**src/ocd_pkg.sv**
```systemverilog
/*
 Package for the opcode subset decoder: opcode values, fetch lengths,
 execution cycle counts, addressing modes and flag effect encodings.
 Assumes a single system clock domain; nothing here is clocked.
*/
package ocd_pkg;

    // Opcodes handled by this slice
    localparam logic [7:0] OP_LOAD_EXT = 8'h84;
    localparam logic [7:0] OP_LEA_REG = 8'h98;
    localparam logic [7:0] OP_LEA_PAIR = 8'h99;
    localparam logic [7:0] OP_MULTIPLY = 8'hf4;
    localparam logic [7:0] OP_NOP = 8'h0f;
    localparam logic [7:0] OP_OR_RR = 8'h42;
    localparam logic [7:0] OP_OR_RIR = 8'h43;
    localparam logic [7:0] OP_OR_R_R = 8'h44;
    localparam logic [7:0] OP_OR_R_IR = 8'h45;
    localparam logic [7:0] OP_OR_R_IM = 8'h46;
    localparam logic [7:0] OP_OR_IR_IM = 8'h47;
    localparam logic [7:0] OP_OR_EXT_EXT = 8'h48;
    localparam logic [7:0] OP_OR_EXT_IM = 8'h49;
    localparam logic [7:0] OP_POP_DIR = 8'h50;
    localparam logic [7:0] OP_POP_IND = 8'h51;

    // Fetch lengths in bytes
    localparam logic [2:0] FETCH_1 = 3'h1;
    localparam logic [2:0] FETCH_2 = 3'h2;
    localparam logic [2:0] FETCH_3 = 3'h3;
    localparam logic [2:0] FETCH_4 = 3'h4;

    // Execution cycle counts
    localparam logic [3:0] EXEC_2 = 4'h2;
    localparam logic [3:0] EXEC_3 = 4'h3;
    localparam logic [3:0] EXEC_4 = 4'h4;
    localparam logic [3:0] EXEC_5 = 4'h5;
    localparam logic [3:0] EXEC_8 = 4'h8;

    // Reset values
    localparam logic [7:0] RESET_OPCODE = 8'h00;
    localparam logic [3:0] RESET_COUNT = 4'h0;

    // Operand addressing modes
    typedef enum logic [3:0] {
        AM_NONE, AM_WREG, AM_IND_WREG, AM_REG, AM_IND_REG, AM_IMM,
        AM_EXT_ADDR, AM_PAIR, AM_IND_PAIR, AM_INDEXED_REG, AM_INDEXED_PAIR
    } ocd_mode_type;

    // Operation classes
    typedef enum logic [2:0] {
        OPC_PASS, OPC_LOAD_EXT, OPC_LEA, OPC_MULTIPLY, OPC_NOP, OPC_OR, OPC_POP
    } ocd_class_type;

    // Per-flag effect
    typedef enum logic [1:0] {
        FX_KEEP, FX_RESULT, FX_CLEAR
    } ocd_effect_type;

    // Flag effect set: carry, zero, sign, overflow, decimal, half-carry
    typedef struct packed {
        ocd_effect_type carry;
        ocd_effect_type zero;
        ocd_effect_type sign;
        ocd_effect_type overflow;
        ocd_effect_type decimal;
        ocd_effect_type halfCarry;
    } ocd_flags_type;

    // Decoded instruction descriptor
    typedef struct packed {
        logic hit;
        logic [7:0] opcode;
        ocd_class_type opClass;
        ocd_mode_type dstMode;
        ocd_mode_type srcMode;
        logic [2:0] fetchBytes;
        logic [3:0] execCycles;
        ocd_flags_type flags;
        logic writesDst;
        logic spIncrement;
    } ocd_decode_type;

    // Datapath strobe group
    typedef struct packed {
        logic orEnable;
        logic multiplyEnable;
        logic leaEnable;
        logic loadEnable;
        logic popEnable;
        logic spIncrement;
        logic dstWrite;
    } ocd_strobe_type;

endpackage

```
**src/ocd_decoder.sv**
```systemverilog
/*
 Opcode subset decoder and sequencer: takes an opcode from the fetch unit,
 decodes it, holds busy for one cycle less than the execution cycle count, then done, and emits datapath
 strobes plus the OR/multiply/LOAD_EFFECTIVE_ADDRESS/POP results. Assumes fetch unit and
 register file share sys_clk; opcodes outside the subset are passed on.
*/
`timescale 1ns/10ps
`default_nettype none

// Contract
// - Opcode 84 loads working register from extended address; 3 bytes, 2 cycles, no flags.
// - Opcodes 98/99 compute register or pair plus displacement; 3 and 5 cycles, 3 bytes.
// - Opcode F4 multiplies pair high by low byte into pair; 2 bytes, 8 cycles.
// - Opcode 0F is a one-byte no-operation of 2 cycles, touching nothing.
// - Opcodes 42-47 OR into destination; Z,S follow result, V cleared, others kept.
// - Opcodes 48/49 OR on extended addresses; 4 bytes, 3 cycles, same flags.
module ocd_decoder (
    // Clock and reset
    input wire logic sys_clk,
    input wire logic rst,
    input wire logic clkEn,
    // Fetch side
    input wire logic opValid,
    input wire logic [7:0] opcode,
    output logic opReady,
    // Operands from register file
    input wire logic [7:0] dstData,
    input wire logic [7:0] srcData,
    input wire logic [15:0] pairData,
    input wire logic [7:0] displacement,
    input wire logic [7:0] stackByte,
    input wire logic [7:0] stackPtr,
    // Decode and results
    output ocd_pkg::ocd_decode_type decodeOut,
    output logic busy,
    output logic done,
    output ocd_pkg::ocd_strobe_type strobes,
    output logic [15:0] result,
    output logic [7:0] stackPtrNext,
    output logic flagZero,
    output logic flagSign,
    // Pass-through for opcodes not handled here
    output logic passValid,
    output logic [7:0] passOpcode
);

    typedef enum logic [1:0] {
        ST_IDLE, ST_EXEC, ST_DONE
    } ocd_state_type;

    typedef struct packed {
        ocd_state_type state;
        ocd_pkg::ocd_decode_type dec;
        logic [3:0] count;
        logic [15:0] res;
        logic [7:0] sp;
        logic zero;
        logic sign;
        logic passValid;
        logic [7:0] passOp;
    } ocd_regs_type;

    ocd_regs_type state_r;
    ocd_regs_type state_nxt;
    ocd_pkg::ocd_decode_type tableOut;
    logic [7:0] orValue;
    logic [15:0] leaSum;

    ocd_table u_table (
        .opcode(opcode),
        .decode(tableOut)
    );

    // Arithmetic sources; sign-extended displacement for the pair address form
    assign orValue = dstData | srcData;
    assign leaSum = pairData + {{8{displacement[7]}}, displacement};

    // Next-state and result capture
    always_comb begin
        state_nxt = state_r;
        state_nxt.passValid = 1'b0;
        unique case (state_r.state)
            ST_IDLE: begin
                if (opValid) begin
                    if (tableOut.hit) begin
                        state_nxt.dec = tableOut;
                        state_nxt.count = tableOut.execCycles - 4'h1;
                        state_nxt.state = ST_EXEC;
                    end else begin
                        state_nxt.passValid = 1'b1;
                        state_nxt.passOp = opcode;
                    end
                end
            end
            ST_EXEC: begin
                // Result latched on the last execution cycle
                if (state_r.count == 4'h1) begin
                    state_nxt.state = ST_DONE;
                    unique case (state_r.dec.opClass)
                        ocd_pkg::OPC_OR: begin
                            state_nxt.res = {8'h00, orValue};
                            state_nxt.zero = (orValue == 8'h00);
                            state_nxt.sign = orValue[7];
                        end
                        ocd_pkg::OPC_MULTIPLY: begin
                            state_nxt.res = pairData[15:8] * pairData[7:0];
                        end
                        ocd_pkg::OPC_LEA: begin
                            state_nxt.res = (state_r.dec.opcode == ocd_pkg::OP_LEA_REG) ?
                                {8'h00, dstData + displacement} : leaSum;
                        end
                        ocd_pkg::OPC_POP: begin
                            state_nxt.res = {8'h00, stackByte};
                            state_nxt.sp = stackPtr + 8'h01;
                        end
                        ocd_pkg::OPC_LOAD_EXT: begin
                            state_nxt.res = {8'h00, srcData};
                        end
                        default: begin
                            state_nxt.res = state_r.res;
                        end
                    endcase
                end else begin
                    state_nxt.count = state_r.count - 4'h1;
                end
                // Single-cycle instructions never occur, but guard count 0
                if (state_r.count == 4'h0) begin
                    state_nxt.state = ST_DONE;
                end
            end
            ST_DONE: begin
                state_nxt.state = ST_IDLE;
            end
        endcase
    end

    // State register; clock enable freezes everything
    always_ff @(posedge sys_clk) begin
        if (rst) begin
            state_r <= '0;
            state_r.state <= ST_IDLE;
            state_r.count <= ocd_pkg::RESET_COUNT;
            state_r.passOp <= ocd_pkg::RESET_OPCODE;
        end else if (clkEn) begin
            state_r <= state_nxt;
        end
    end

    // Handshake is combinational; accepted only when idle
    assign opReady = (state_r.state == ST_IDLE);
    assign busy = (state_r.state == ST_EXEC);
    assign done = (state_r.state == ST_DONE);
    assign decodeOut = state_r.dec;
    assign result = state_r.res;
    assign stackPtrNext = state_r.sp;
    assign passValid = state_r.passValid;
    assign passOpcode = state_r.passOp;

    // Flags only meaningful for OR; other classes leave them alone
    assign flagZero = state_r.zero;
    assign flagSign = state_r.sign;

    // Strobes only on the done cycle, so the datapath writes once
    always_comb begin
        strobes = '0;
        if (state_r.state == ST_DONE) begin
            strobes.orEnable = (state_r.dec.opClass == ocd_pkg::OPC_OR);
            strobes.multiplyEnable = (state_r.dec.opClass == ocd_pkg::OPC_MULTIPLY);
            strobes.leaEnable = (state_r.dec.opClass == ocd_pkg::OPC_LEA);
            strobes.loadEnable = (state_r.dec.opClass == ocd_pkg::OPC_LOAD_EXT);
            strobes.popEnable = (state_r.dec.opClass == ocd_pkg::OPC_POP);
            strobes.spIncrement = state_r.dec.spIncrement;
            strobes.dstWrite = state_r.dec.writesDst;
        end
    end

endmodule

`default_nettype wire

```
**src/ocd_table.sv**
```systemverilog
/*
 Combinational opcode table for the decoder slice.
 Assumes the opcode byte is already stable on the system clock.
*/
`timescale 1ns/10ps
`default_nettype none

module ocd_table (
    // Opcode in
    input wire logic [7:0] opcode,
    // Descriptor out
    output ocd_pkg::ocd_decode_type decode
);

    // Lookup; miss leaves every side effect low
    always_comb begin
        decode = '0;
        decode.opcode = opcode;
        decode.opClass = ocd_pkg::OPC_PASS;
        decode.dstMode = ocd_pkg::AM_NONE;
        decode.srcMode = ocd_pkg::AM_NONE;
        decode.flags = '{default: ocd_pkg::FX_KEEP};
        unique case (opcode)
            ocd_pkg::OP_LOAD_EXT: begin
                decode.hit = 1'b1;
                decode.opClass = ocd_pkg::OPC_LOAD_EXT;
                decode.dstMode = ocd_pkg::AM_WREG;
                decode.srcMode = ocd_pkg::AM_EXT_ADDR;
                decode.fetchBytes = ocd_pkg::FETCH_3;
                decode.execCycles = ocd_pkg::EXEC_2;
                decode.writesDst = 1'b1;
            end
            ocd_pkg::OP_LEA_REG, ocd_pkg::OP_LEA_PAIR: begin
                decode.hit = 1'b1;
                decode.opClass = ocd_pkg::OPC_LEA;
                decode.fetchBytes = ocd_pkg::FETCH_3;
                decode.writesDst = 1'b1;
                if (opcode == ocd_pkg::OP_LEA_REG) begin
                    decode.dstMode = ocd_pkg::AM_WREG;
                    decode.srcMode = ocd_pkg::AM_INDEXED_REG;
                    decode.execCycles = ocd_pkg::EXEC_3;
                end else begin
                    decode.dstMode = ocd_pkg::AM_PAIR;
                    decode.srcMode = ocd_pkg::AM_INDEXED_PAIR;
                    decode.execCycles = ocd_pkg::EXEC_5;
                end
            end
            ocd_pkg::OP_MULTIPLY: begin
                decode.hit = 1'b1;
                decode.opClass = ocd_pkg::OPC_MULTIPLY;
                decode.dstMode = ocd_pkg::AM_PAIR;
                decode.fetchBytes = ocd_pkg::FETCH_2;
                decode.execCycles = ocd_pkg::EXEC_8;
                decode.writesDst = 1'b1;
            end
            ocd_pkg::OP_NOP: begin
                decode.hit = 1'b1;
                decode.opClass = ocd_pkg::OPC_NOP;
                decode.fetchBytes = ocd_pkg::FETCH_1;
                decode.execCycles = ocd_pkg::EXEC_2;
            end
            ocd_pkg::OP_OR_RR, ocd_pkg::OP_OR_RIR, ocd_pkg::OP_OR_R_R,
            ocd_pkg::OP_OR_R_IR, ocd_pkg::OP_OR_R_IM, ocd_pkg::OP_OR_IR_IM,
            ocd_pkg::OP_OR_EXT_EXT, ocd_pkg::OP_OR_EXT_IM: begin
                decode.hit = 1'b1;
                decode.opClass = ocd_pkg::OPC_OR;
                decode.writesDst = 1'b1;
                decode.flags.zero = ocd_pkg::FX_RESULT;
                decode.flags.sign = ocd_pkg::FX_RESULT;
                decode.flags.overflow = ocd_pkg::FX_CLEAR;
                decode.execCycles = ocd_pkg::EXEC_3;
                decode.fetchBytes = ocd_pkg::FETCH_3;
                unique case (opcode)
                    ocd_pkg::OP_OR_RR: begin
                        decode.dstMode = ocd_pkg::AM_WREG;
                        decode.srcMode = ocd_pkg::AM_WREG;
                        decode.fetchBytes = ocd_pkg::FETCH_2;
                    end
                    ocd_pkg::OP_OR_RIR: begin
                        decode.dstMode = ocd_pkg::AM_WREG;
                        decode.srcMode = ocd_pkg::AM_IND_WREG;
                        decode.fetchBytes = ocd_pkg::FETCH_2;
                        decode.execCycles = ocd_pkg::EXEC_4;
                    end
                    ocd_pkg::OP_OR_R_R: begin
                        decode.dstMode = ocd_pkg::AM_REG;
                        decode.srcMode = ocd_pkg::AM_REG;
                    end
                    ocd_pkg::OP_OR_R_IR: begin
                        decode.dstMode = ocd_pkg::AM_REG;
                        decode.srcMode = ocd_pkg::AM_IND_REG;
                        decode.execCycles = ocd_pkg::EXEC_4;
                    end
                    ocd_pkg::OP_OR_R_IM: begin
                        decode.dstMode = ocd_pkg::AM_REG;
                        decode.srcMode = ocd_pkg::AM_IMM;
                    end
                    ocd_pkg::OP_OR_IR_IM: begin
                        decode.dstMode = ocd_pkg::AM_IND_REG;
                        decode.srcMode = ocd_pkg::AM_IMM;
                        decode.execCycles = ocd_pkg::EXEC_4;
                    end
                    ocd_pkg::OP_OR_EXT_EXT: begin
                        decode.dstMode = ocd_pkg::AM_EXT_ADDR;
                        decode.srcMode = ocd_pkg::AM_EXT_ADDR;
                        decode.fetchBytes = ocd_pkg::FETCH_4;
                    end
                    default: begin
                        decode.dstMode = ocd_pkg::AM_EXT_ADDR;
                        decode.srcMode = ocd_pkg::AM_IMM;
                        decode.fetchBytes = ocd_pkg::FETCH_4;
                    end
                endcase
            end
            ocd_pkg::OP_POP_DIR, ocd_pkg::OP_POP_IND: begin
                decode.hit = 1'b1;
                decode.opClass = ocd_pkg::OPC_POP;
                decode.fetchBytes = ocd_pkg::FETCH_2;
                decode.writesDst = 1'b1;
                decode.spIncrement = 1'b1;
                decode.dstMode = (opcode == ocd_pkg::OP_POP_DIR) ?
                    ocd_pkg::AM_REG : ocd_pkg::AM_IND_REG;
                decode.execCycles = (opcode == ocd_pkg::OP_POP_DIR) ?
                    ocd_pkg::EXEC_2 : ocd_pkg::EXEC_3;
            end
            default: begin
                decode.hit = 1'b0;
            end
        endcase
    end

endmodule

`default_nettype wire

```
**config.mk**
```make
export PLATFORM = sky130hd
export DESIGN_NAME = ocd_decoder
export DESIGN_NICKNAME = d
export VERILOG_FILES = /design/src/ocd_pkg.sv /design/src/ocd_decoder.sv /design/src/ocd_table.sv
export SDC_FILE = /design/constraint.sdc
export NUM_CORES = 1
export LEC_CHECK = 0
export ABC_AREA = 1
export BUFFER_PORTS_ARGS = -buffer_cell sky130_fd_sc_hd__buf_2
export CAP_MARGIN = 10
export CORE_ASPECT_RATIO = 1.5
export CORE_MARGIN = 2
export CORE_UTILIZATION = 62
export CTS_CLUSTER_SIZE = 24
export DETAILED_ROUTE_END_ITERATION = 10
export GPL_ROUTABILITY_DRIVEN = 0
export GPL_TIMING_DRIVEN = 0
export PLACE_DENSITY = 0.88
export SYNTH_ARGS = -nofsm -noshare
export SYNTH_HDL_FRONTEND = slang
export SYNTH_SLANG_ARGS = --single-unit
export TNS_END_PERCENT = 30
```
**constraint.sdc**
```tcl
create_clock -name sys_clk -period 5.79 [get_ports sys_clk]
set_clock_uncertainty 0.05 [all_clocks]
set_input_delay 0 -clock sys_clk [delete_from_list [all_inputs] [get_ports sys_clk]]
set_output_delay 0 -clock sys_clk [all_outputs]
set_load 0.005 [all_outputs]
```
==> out/qor.csv, run 1 <==
metric,value,unit
critical hold path startpoint,clkEn,
per-cell routed wire length,15.2,µm
initial antenna violation count,0,
Ports,154,
"Slew Viols, Final",0,
FMAX,0.242,GHz
layout net count,1604,
H-tree depth,3,
Synthesis Warnings,0,
vias in the first global route,8644,
cells after synthesis,1255,
filler cell count,1035,
"CTS clk-pin slew, worst paths",0.06,ns
post-route ant nets,0,
outcome,"complete, no violations",
critical path launch point,pairData[9],
CTS tree,built,
Post-synth EDFFs,0,
Initial Util,63.8,%
GR Util All Layers,34.7,%
# setup viols final,0,
Slew Limit Headroom,52.2,%
part of the cycle the worst path needs,71.4,%
worst flop-to-flop path startpoint,state_r[81],
Reg2Reg Setup Slack,3.03,ns
first-pass GRT wire length,39.0,mm
WS Path Type,in -> reg,
die footprint,13800,µm²
Worst Hold Class,in -> reg,
Die X,96.7,µm
Final TNS setup,0,ns
crit path DAT,4.29,ns
Worst-Skew Late Latency,0.34,ns
Slew @ Worst Pin,0.715,ns
Synth area leaders,"dfxtp_1 18%, nand2_1 15%, ha_1 10%",
grt ovf,0,
Core ar.,12500,µm²
Hold Fails Final Rpt,0,
cell area after layout,9410,µm²
total of max-cap violations,0,
Clock Tree Buf Depth,2,
DR iter-0 viols,521,
Leakage,5.52,nW
number of port buffers,141,
top cell type's share of synthesized area,17.5,%
total routed wirelength,24.2,mm
DRC viols,0,
min Tclk post-route,4.14,ns
Mean Syn Cell Area,6.36,µm²
crit path max fanout,8,
list of most frequent post-synthesis cells,"329 x nand2_1, 206 x inv_1, 96 x nor2_1, 87 x nand3_1, 81 x a21oi_1",
Vias/cell,5.43,
post-synth top area cell,dfxtp_1,
power per standard cell area,204,nW/µm²
largest net degree at the start of global routing,13,
CTS sink cnt,70,
Worst R2R Path Depth,11,
worst hold path depth,4,
WHS Endpoint,passValid,
register area share after synthesis,17.5,%
Synth Flop Type,dfxtp_1,
Worst Setup Start Kind,input pin,
Diodes inserted,0,
Synth Register Bits,70,
CP Data Required Time,5.94,ns
Area after DPL,8920,µm²
CP endpoint kind,flip-flop,
FP Rows,50,
Root Buffer,clkbuf_16,
Area Growth Syn to Fin,17.8,%
"FFs w/ async S/R, synth",0,%
CTS Buf Count,9,
most frequent cell after synthesis,nand2_1,
DRT Pass-1 Iters,6,
Max VDD drop,0.198,mV
Synth Cell Area,7990,µm²
DR vias,8651,
dpl hpwl,19.6,mm
share of cells above drive strength 1,19.6,%
Worst R2R End,result[2],
RSZ-0062 raised after global routing,no,
chip height,143,µm
Yosys cell types,43,
post-CTS sizing,0,
-- cells in the final DEF, fill, tap and decap left out, types with 3 or more instances in the layout --
cell type	netlist	final
xor2_1	9	9
buf_2	7	148
conb_1	1	10
buf_4	75	75
nor2_4	3	3
buf_6	3	3
a21oi_1	81	81
nand2_1	329	329
nor3_1	12	12
o21ai_0	55	55
nand3_1	87	87
nor2_1	96	96
nand4_1	23	23
fa_1	38	38
dlygate4sd3_1	0	17
inv_2	10	10
ha_1	65	65
dfxtp_1	70	70
xnor2_1	3	3
o21bai_1	6	6
nand3b_1	4	4
nor2_2	5	5
clkbuf_16	0	9
inv_1	206	206
or2_2	8	8
and2_1	3	3
clkbuf_1	24	25
nand2_2	9	9
-- worst max-delay path: stages --
cell	delay, ns
buf_2	0.12
clkbuf_1	0.38
nand2_1	0.14
fa_1	0.52
fa_1	0.55
inv_1	0.06
fa_1	0.55
inv_1	0.07
fa_1	0.54
inv_1	0.04
ha_1	0.35
nand2_1	0.08
nand2_1	0.06
o21bai_1	0.17
inv_1	0.06
nand2_1	0.05
or2_2	0.26
nand3_1	0.06
nand2_1	0.07
nand2_1	0.09
a21oi_1	0.07
-- per-stage QoR --
step / std cells / total power [mW] / util [%] / hold slack, ns / setup slack (ns)
after floorplan: 1264 / 1.10 / - / 0.0400 / 1.92
after global placement: 1561 / 1.29 / 71.3 / 0.164 / 1.39
after detailed placement: 1561 / 1.32 / 71.3 / 0.169 / 1.31
after CTS: 1594 / 1.91 / 75.2 / 0.0156 / 1.66
after global routing: 1594 / 2.06 / 75.2 / 0.0498 / 1.39
final: 1594 / 1.92 / 75.2 / 0.0119 / 1.65
-- cells by family (layout without fill, tap and decap cells) --
family / after synthesis / count (layout) / synth area share, %
and+or+nand+nor: 585 / 585 / 31.4
buffers and inverters: 326 / 500 / 19.2
AOI/OAI and AO/OA: 158 / 158 / 10.7
adders and majority gates: 103 / 103 / 19.7
DFF: 70 / 70 / 17.5
xor gates and xnor gates: 12 / 12 / 1.32
other: 1 / 10 / 0.0469
-- per-layer routing --
layer	up-vias	global-route usage (%)	share of wire (%)
met5	-	0	0
met4	0	23.1	6.6
met2	425	67.0	53
met3	138	4.99	6.6
met1	3868	33.8	34
li1	4220	-	-
-- area by class of cell --
class	count	area (µm²)	share of cell area (%)
plain buffers	109	722	7.67
well taps	156	195	2.07
clock buffers	10	229	2.43
multi-input cells	868	5080	54.0
clock inverters	6	86.3	0.918
repair buffers	158	876	9.31
flip-flops and latches	70	1400	14.9
inverters	217	815	8.66
-- worst max-delay path by stage --
stage          cells after the start  slack, ns        end
2_1_floorplan                     20       1.92  result[8]
3_3_place_gp                      21       1.39  result[8]
3_5_place_dp                      21       1.31  result[8]
4_1_cts                           21       1.66  result[8]
5_1_grt                           21       1.39  result[8]
6_report                          21       1.65  result[8]
-- power breakdown --
part	switching, mW	internal (mW)	leakage, nW
Clock	0.210	0.376	0.152
Sequential	0.00529	0.490	0.566
Combinational	0.524	0.316	4.80
Total	0.739	1.18	5.52
-- sequential cells by signal (all words and copies together), names as in the netlist --
signal,count
decodeOut,29
flagSign,1
flagZero,1
passOpcode,8
passValid,1
result,16
stackPtrNext,8
state_r,6
-- what timing repair did --
item	CTS	global route
hold buffers	17	0
setup buffers	0	0
endpoints found under the hold margin	20	0
No activity file was read; power rests on OpenSTA's default activity.
==> run 2: changes to the inputs <==
--- a/config.mk
+++ b/config.mk
@@ -5,17 +5,17 @@
 export SDC_FILE = /design/constraint.sdc
 export NUM_CORES = 1
 export LEC_CHECK = 0
-export ABC_AREA = 1
+export ABC_AREA = 0
 export BUFFER_PORTS_ARGS = -buffer_cell sky130_fd_sc_hd__buf_2
 export CAP_MARGIN = 10
 export CORE_ASPECT_RATIO = 1.5
 export CORE_MARGIN = 2
-export CORE_UTILIZATION = 62
+export CORE_UTILIZATION = 57
 export CTS_CLUSTER_SIZE = 24
 export DETAILED_ROUTE_END_ITERATION = 10
 export GPL_ROUTABILITY_DRIVEN = 0
 export GPL_TIMING_DRIVEN = 0
-export PLACE_DENSITY = 0.88
+export PLACE_DENSITY = 0.83
 export SYNTH_ARGS = -nofsm -noshare
 export SYNTH_HDL_FRONTEND = slang
 export SYNTH_SLANG_ARGS = --single-unit
==> constraint.sdc (replaced) <==
create_clock -name sys_clk -period 4.2 [get_ports sys_clk]
set_clock_uncertainty 0.05 [all_clocks]
set_input_delay 0 -clock sys_clk [delete_from_list [all_inputs] [get_ports sys_clk]]
set_output_delay 0 -clock sys_clk [all_outputs]
set_load 0.005 [all_outputs]
==> run 2 against run 1 <==
Net effect:
- critical path depth is 6 lower
- count of clock-buffer cells in the layout is 1 lower
- largest cell class unchanged
- synthesized cell count is 27% lower
- flip-flop and latch count stayed put
- worst setup slack worse by 1.5 ns
- highest routed layer unchanged
- cell count is 22% lower
- global-route usage is 4.3 points lower
- critical endpoint is now result[14]
- wire length is 14% lower
- total power is 43% higher
==> out/qor.csv, run 2 <==
metric,value,unit,change
number of port buffers,140,,was 141
"Slew Viols, Final",0,,unchanged
Crit path max-delay family,adder cells,,unchanged
Mean Syn Cell Area,8.12,µm²,was 6.36 µm²
CP max stage cell,fa_1,,unchanged
min Tclk post-route,4.01,ns,
DR vias,7134,,"was 8,651"
worst hold slack,0.00935,ns,was 0.0119 ns
Diodes inserted,0,,unchanged
Max VDD drop,0.246,mV,was 0.198 mV
Synth Register Bits,70,,unchanged
DRT Pass-1 Iters,5,,was 6
CP Data Required Time,4.38,ns,was 5.94 ns
CP bufs+invs,3,,was 6
Synth Cell Area,7400,µm²,was 7990 µm²
Post-synth EDFFs,0,,unchanged
Most common cell on crit path,fa_1,,was nand2_1
first-pass GRT wire length,34.3,mm,was 39.0 mm
outcome,"complete, no violations",,unchanged
Slew Limit Headroom,36.2,%,was 52.2%
"CTS clk-pin slew, worst paths",0.06,ns,about the same
Ports,154,,unchanged
largest net degree at the start of global routing,14,,was 13
CTS tree,built,,unchanged
grt ovf,0,,unchanged
GR Util All Layers,30.4,%,was 34.7%
Synthesis Warnings,0,,unchanged
list of most frequent post-synthesis cells,"107 x nor2_1, 74 x buf_4, 70 x dfxtp_1, 68 x inv_1, 65 x ha_1",,"was 329 x nand2_1, 206 x inv_1, 96 x nor2_1, 87 x nand3_1, 81 x a21oi_1"
DR iter-0 viols,408,,was 521
crit path max fanout,9,,was 8
total of max-cap violations,0,,unchanged
"leading cell type in the layout, fill and taps excluded",buf_2,,was nand2_1
part of the cycle the worst path needs,95.6,%,
Worst Hold Class,in -> reg,,unchanged
CTS sink cnt,70,,unchanged
Worst Setup Start Kind,input pin,,unchanged
Initial Util,57.7,%,was 63.8%
critical-path cell list,buf_4 > and2_1 > fa_1 > fa_1 > fa_1 > inv_1 > fa_1 > inv_1 > ha_1 > a2111o_1 > o21ai_4 > o211ai_1 > o211ai_1 > mux2i_1 > a211o_1,,was buf_2 > clkbuf_1 > nand2_1 > fa_1 > fa_1 > inv_1 > fa_1 > inv_1 > fa_1 > inv_1 > ha_1 > nand2_1 > nand2_1 > o21bai_1 > inv_1 > nand2_1 > or2_2 > nand3_1 > nand2_1 > nand2_1 > a21oi_1
Final Worst Setup Slack,0.186,ns,was 1.65 ns
total power,2.75,mW,was 1.92 mW
post-synth top area cell,dfxtp_1,,unchanged
layout net count,1250,,"was 1,604"
per-cell routed wire length,16.8,µm,was 15.2 µm
Area Growth Syn to Fin,19.5,%,was 17.8%
Worst path max stage delay,0.55,ns,about the same
total routed wirelength,20.9,mm,was 24.2 mm
max FFs per register,29,,unchanged
RSZ-0062 raised after global routing,no,,unchanged
FMAX,0.249,GHz,
H-tree depth,3,,unchanged
initial antenna violation count,0,,unchanged
Synth Flop Type,dfxtp_1,,unchanged
Hold Fails Final Rpt,0,,unchanged
"FFs w/ async S/R, synth",0,%,unchanged
"commonest cells after routing, fill and taps aside","145 x buf_2, 107 x nor2_1, 75 x buf_4",,"was 329 x nand2_1, 206 x inv_1, 148 x buf_2"
WS Path Type,in -> reg,,unchanged
dpl hpwl,16.5,mm,was 19.6 mm
Root Buffer,clkbuf_16,,unchanged
# setup viols final,0,,unchanged
power per standard cell area,312,nW/µm²,was 204 nW/µm²
CTS Buf Count,9,,unchanged
CP endpoint kind,flip-flop,,unchanged
Die X,97.0,µm,was 96.7 µm
register area share after synthesis,18.9,%,was 17.5%
chip height,144,µm,was 143 µm
die footprint,13900,µm²,"was 13,800 µm²"
crit path DAT,4.19,ns,was 4.29 ns
top cell type's share of synthesized area,18.9,%,was 17.5%
most frequent cell after synthesis,nor2_1,,was nand2_1
Clock Tree Buf Depth,2,,unchanged
Synth area leaders,"dfxtp_1 19%, ha_1 11%, fa_1 10%",,"was dfxtp_1 18%, nand2_1 15%, ha_1 10%"
Slew @ Worst Pin,0.949,ns,was 0.715 ns
Core ar.,12800,µm²,"was 12,500 µm²"
Leakage,4.22,nW,was 5.52 nW
Vias/cell,5.74,,was 5.43
Setup WS pre-CTS,-0.500,ns,was 1.31 ns
filler cell count,1082,,"was 1,035"
post-route ant nets,0,,unchanged
share of cells above drive strength 1,24.9,%,was 19.6%
cells after synthesis,911,,"was 1,255"
vias in the first global route,7205,,"was 8,644"
FP Rows,51,,was 50
Yosys cell types,71,,was 43
Worst-Skew Late Latency,0.34,ns,about the same
DRC viols,0,,unchanged
run 2: cell count changes after synthesis, sizes merged, moves of 19 or more:
cell and change:
inv -148, nand3 -74, mux2i +29, a21oi -25, and2 +52, a211oi +19, nand2 -294, nand4 -20
run 2: through the flow:
stage               TNS, ns  cells  util [%]  instance area [µm²]
floorplan                 0    920         -                 7430
global placement      -1.85   1219      65.0                 8330
detailed placement    -2.02   1219      65.0                 8330
CTS                       0   1243      68.5                 8780
global route              0   1243      68.9                 8840
finish                    0   1243      68.9                 8840
run 2: path summary, 6_finish.rpt:
check,start,to,slack [ns],cells after the start
max,pairData[10],result[14],0.19,15
min,opcode[6],passOpcode[6],0.009,3
max reg2reg,state_r[35],stackPtrNext[5],1.29,7
min reg2reg,decodeOut[40],decodeOut[40],0.42,2
run 2: cell type report:
class / count / area (µm²) / share of cell area (%)
Multi-Input combinational cell: 674 / 5110 / 57.8
Tap cell: 159 / 199 / 2.25
Timing Repair Buffer: 148 / 796 / 9.00
Inverter: 68 / 255 / 2.89
Sequential cell: 70 / 1400 / 15.8
Clock buffer: 9 / 225 / 2.55
Clock inverter: 7 / 145 / 1.64
Buffer: 108 / 713 / 8.07
run 2: worst reg2reg max path, delay by kind of cell (launching register included):
kind            cells  cell delay (ns)
flops               1             0.38
compound gates      1             0.20
fa+ha+maj           1             0.20
simple gates        4             1.65
buf+inv             1             0.35
run 2: logic make-up after synthesis:
family,synth area share [%]
and+or+nand+nor,20.1
DFF,18.9
adders and majority gates,21.3
buffers and inverters,13.1
xor gates and xnor gates,4.38
AOI/OAI and AO/OA,18.1
other,0.0507
muxes,4.08
run 2: layer usage:
| layer | wire length, µm | global-route usage, % | up-vias |
|---|---|---|---|
| met1 | 7430 | 31.7 | 3339 |
| li1 | - | - | 3395 |
| met2 | 11100 | 59.0 | 315 |
| met3 | 1310 | 3.99 | 85 |
| met5 | 0 | 0 | - |
| met4 | 1060 | 15.6 | 0 |
run 2: where the power goes:
part | switching [mW] | internal, mW | total (mW)
sequential | 0.00626 | 0.674 | 0.680
clock | 0.301 | 0.643 | 0.944
combinational | 0.642 | 0.489 | 1.13
run 2: repair_timing:
item                       CTS  global route
setup buffers                0             0
hold endpoints to repair     9             0
setup endpoints to repair    3             7
hold buffers                 8             0
cloned                       0             0
pin swaps                    0             3
gates resized for setup      1            17
==> run 3: changes to the inputs <==
--- a/config.mk
+++ b/config.mk
@@ -10,12 +10,13 @@
 export CAP_MARGIN = 10
 export CORE_ASPECT_RATIO = 1.5
 export CORE_MARGIN = 2
-export CORE_UTILIZATION = 57
+export CORE_UTILIZATION = 45
+export CTS_BUF_LIST = sky130_fd_sc_hd__clkbuf_4 sky130_fd_sc_hd__clkbuf_8
 export CTS_CLUSTER_SIZE = 24
 export DETAILED_ROUTE_END_ITERATION = 10
 export GPL_ROUTABILITY_DRIVEN = 0
 export GPL_TIMING_DRIVEN = 0
-export PLACE_DENSITY = 0.83
+export PLACE_DENSITY = 0.68
 export SYNTH_ARGS = -nofsm -noshare
 export SYNTH_HDL_FRONTEND = slang
 export SYNTH_SLANG_ARGS = --single-unit
==> run 3 against run 2 <==
Net effect:
- sequential share of layout area rose by 0.29 points
- non-clock buffer count rose by 2
- critical path depth grew 1
- sequential power about the same
- critical path type unchanged
- count of clock-buffer cells in the layout grew 3
- wire length increased by 0.81%
- critical endpoint is now result[11]
==> out/qor.csv, run 3 (synthesis gave the netlist of run 2 again) <==
metric,value,unit,change
outcome,"complete, no violations",,unchanged
DRC viols,0,,unchanged
Core ar.,16100,µm²,"was 12,800 µm²"
min Tclk post-route,4.12,ns,was 4.01 ns
Setup WS pre-CTS,-0.558,ns,was -0.500 ns
RSZ-0062 raised after global routing,no,,unchanged
crit path DAT,4.35,ns,was 4.19 ns
CTS sink cnt,70,,unchanged
post-route ant nets,0,,unchanged
chip height,161,µm,was 144 µm
CP endpoint kind,flip-flop,,unchanged
Clock Tree Buf Depth,2,,unchanged
final core occ,53.9,%,was 68.9%
die footprint,17500,µm²,"was 13,900 µm²"
crit path max fanout,9,,unchanged
grt ovf,0,,unchanged
Diodes inserted,0,,unchanged
Worst path max stage delay,0.56,ns,was 0.55 ns
worst hold slack,0.0152,ns,was 0.00935 ns
FP Rows,57,,was 51
total of max-cap violations,0,,unchanged
share of cells above drive strength 1,24.4,%,was 24.9%
CTS Buf Count,9,,unchanged
Most common cell on crit path,fa_1,,unchanged
Ports,154,,unchanged
per-cell routed wire length,16.3,µm,was 16.8 µm
total routed wirelength,21.1,mm,was 20.9 mm
dpl hpwl,17.1,mm,was 16.5 mm
Final Worst Setup Slack,0.0776,ns,was 0.186 ns
Area after DPL,8390,µm²,was 8330 µm²
FMAX,0.243,GHz,was 0.249 GHz
Root Buffer,clkbuf_8,,was clkbuf_16
Setup Buffers After CTS,0,,unchanged
Initial Util,45.9,%,was 57.7%
final non-filler cell total,1290,,"was 1,243"
cell area after layout,8690,µm²,was 8840 µm²
Max VDD drop,0.200,mV,was 0.246 mV
Worst Setup Start Kind,input pin,,unchanged
Final TNS setup,0,ns,unchanged
CP max stage cell,fa_1,,unchanged
vias in the first global route,6844,,"was 7,205"
critical-path cell list,clkbuf_4 > and2_1 > fa_1 > fa_1 > inv_1 > fa_1 > fa_1 > inv_1 > ha_1 > a211oi_2 > nor3b_2 > o41a_1 > a21oi_2 > xor2_1 > or3_1 > a31oi_1,,was buf_4 > and2_1 > fa_1 > fa_1 > fa_1 > inv_1 > fa_1 > inv_1 > ha_1 > a2111o_1 > o21ai_4 > o211ai_1 > o211ai_1 > mux2i_1 > a211o_1
number of port buffers,140,,unchanged
CP Data Required Time,4.43,ns,was 4.38 ns
Hold Fails Final Rpt,0,,unchanged
Slew @ Worst Pin,1.07,ns,was 0.949 ns
layout net count,1252,,"was 1,250"
"commonest cells after routing, fill and taps aside","146 x buf_2, 107 x nor2_1, 74 x buf_4",,"was 145 x buf_2, 107 x nor2_1, 75 x buf_4"
Slew Limit Headroom,28.1,%,was 36.2%
DR vias,6912,,"was 7,134"
CTS tree,built,,unchanged
part of the cycle the worst path needs,98.2,%,was 95.6%
Vias/cell,5.36,,was 5.74
GR Util All Layers,24.3,%,was 30.4%
# setup viols final,0,,unchanged
"leading cell type in the layout, fill and taps excluded",buf_2,,unchanged
Area Growth Syn to Fin,17.4,%,was 19.5%
largest net degree at the start of global routing,11,,was 14
DR iter-0 viols,257,,was 408
placed cell count,1266,,"was 1,219"
power per standard cell area,261,nW/µm²,was 312 nW/µm²
WS Path Type,in -> reg,,unchanged
Worst-Skew Late Latency,0.35,ns,was 0.34 ns
max FFs per register,29,,unchanged
filler cell count,1638,,"was 1,082"
Leakage,4.14,nW,was 4.22 nW
"Slew Viols, Final",0,,unchanged
total power,2.27,mW,was 2.75 mW
Worst Hold Class,in -> reg,,unchanged
DRT Pass-1 Iters,5,,unchanged
H-tree depth,3,,unchanged
"CTS clk-pin slew, worst paths",0.07,ns,was 0.06 ns
Die X,109,µm,was 97.0 µm
initial antenna violation count,1,,was 0
first-pass GRT wire length,33.4,mm,was 34.3 mm
-- run 3: cell types whose count changed in the layout (fill, tap and decap cells not counted), sizes merged --
| cell | delta |
|---|---|
| clkbuf | +3 |
| inv | -1 |
| clkinv | +1 |
| clkinvlp | -1 |
| bufinv | -4 |
| dlygate4sd3 | +2 |
-- run 3: critical path, delay by kind of cell --
| kind | cells | cell delay (ns) |
|---|---|---|
| AO/OA/AOI/OAI | 4 | 1.09 |
| XOR/XNOR | 1 | 0.08 |
| buffers and inverters | 3 | 0.26 |
| adder cells (fa/ha/maj) | 5 | 2.27 |
| AND/OR/NAND/NOR | 3 | 0.62 |
-- run 3: layout make-up --
| type | count | area, µm² | share of cell area [%] |
|---|---|---|---|
| timing repair buffer | 150 | 813 | 9.36 |
| tap | 206 | 258 | 2.97 |
| sequential | 70 | 1400 | 16.1 |
| buffer | 108 | 713 | 8.21 |
| multi-input combinational | 674 | 5080 | 58.5 |
| inverter | 68 | 255 | 2.94 |
| clock buffer | 12 | 153 | 1.76 |
| clock inverter | 2 | 10.0 | 0.115 |
-- run 3: what timing repair did --
| item | 4_1_cts | 5_1_grt |
|---|---|---|
| pin swaps | 0 | 2 |
| hold buffers | 10 | 0 |
| endpoints found under the hold margin | 12 | 0 |
| endpoints found under the setup margin | 3 | 6 |
| gates resized for setup | 1 | 11 |
-- run 3: final timing paths --
path                    start              end  slack [ns]  cells after the start
setup / recovery  pairData[9]       result[11]        0.08                     16
hold / removal    stackPtr[1]  stackPtrNext[1]        0.02                      4
setup reg to reg  state_r[36]  stackPtrNext[4]        1.24                      8
hold reg to reg     passValid        passValid        0.43                      2
-- run 3: metal layers --
metal	GRT usage, %	part of all wire, %
met2	46.1	54
met4	9.79	2.9
met5	0	0.052
met3	3.07	4.3
met1	26.5	39
-- run 3: power by group --
part	internal, mW	switching (mW)	leakage [nW]
logic	0.471	0.637	3.49
registers	0.673	0.00594	0.565
clock network	0.235	0.245	0.0889
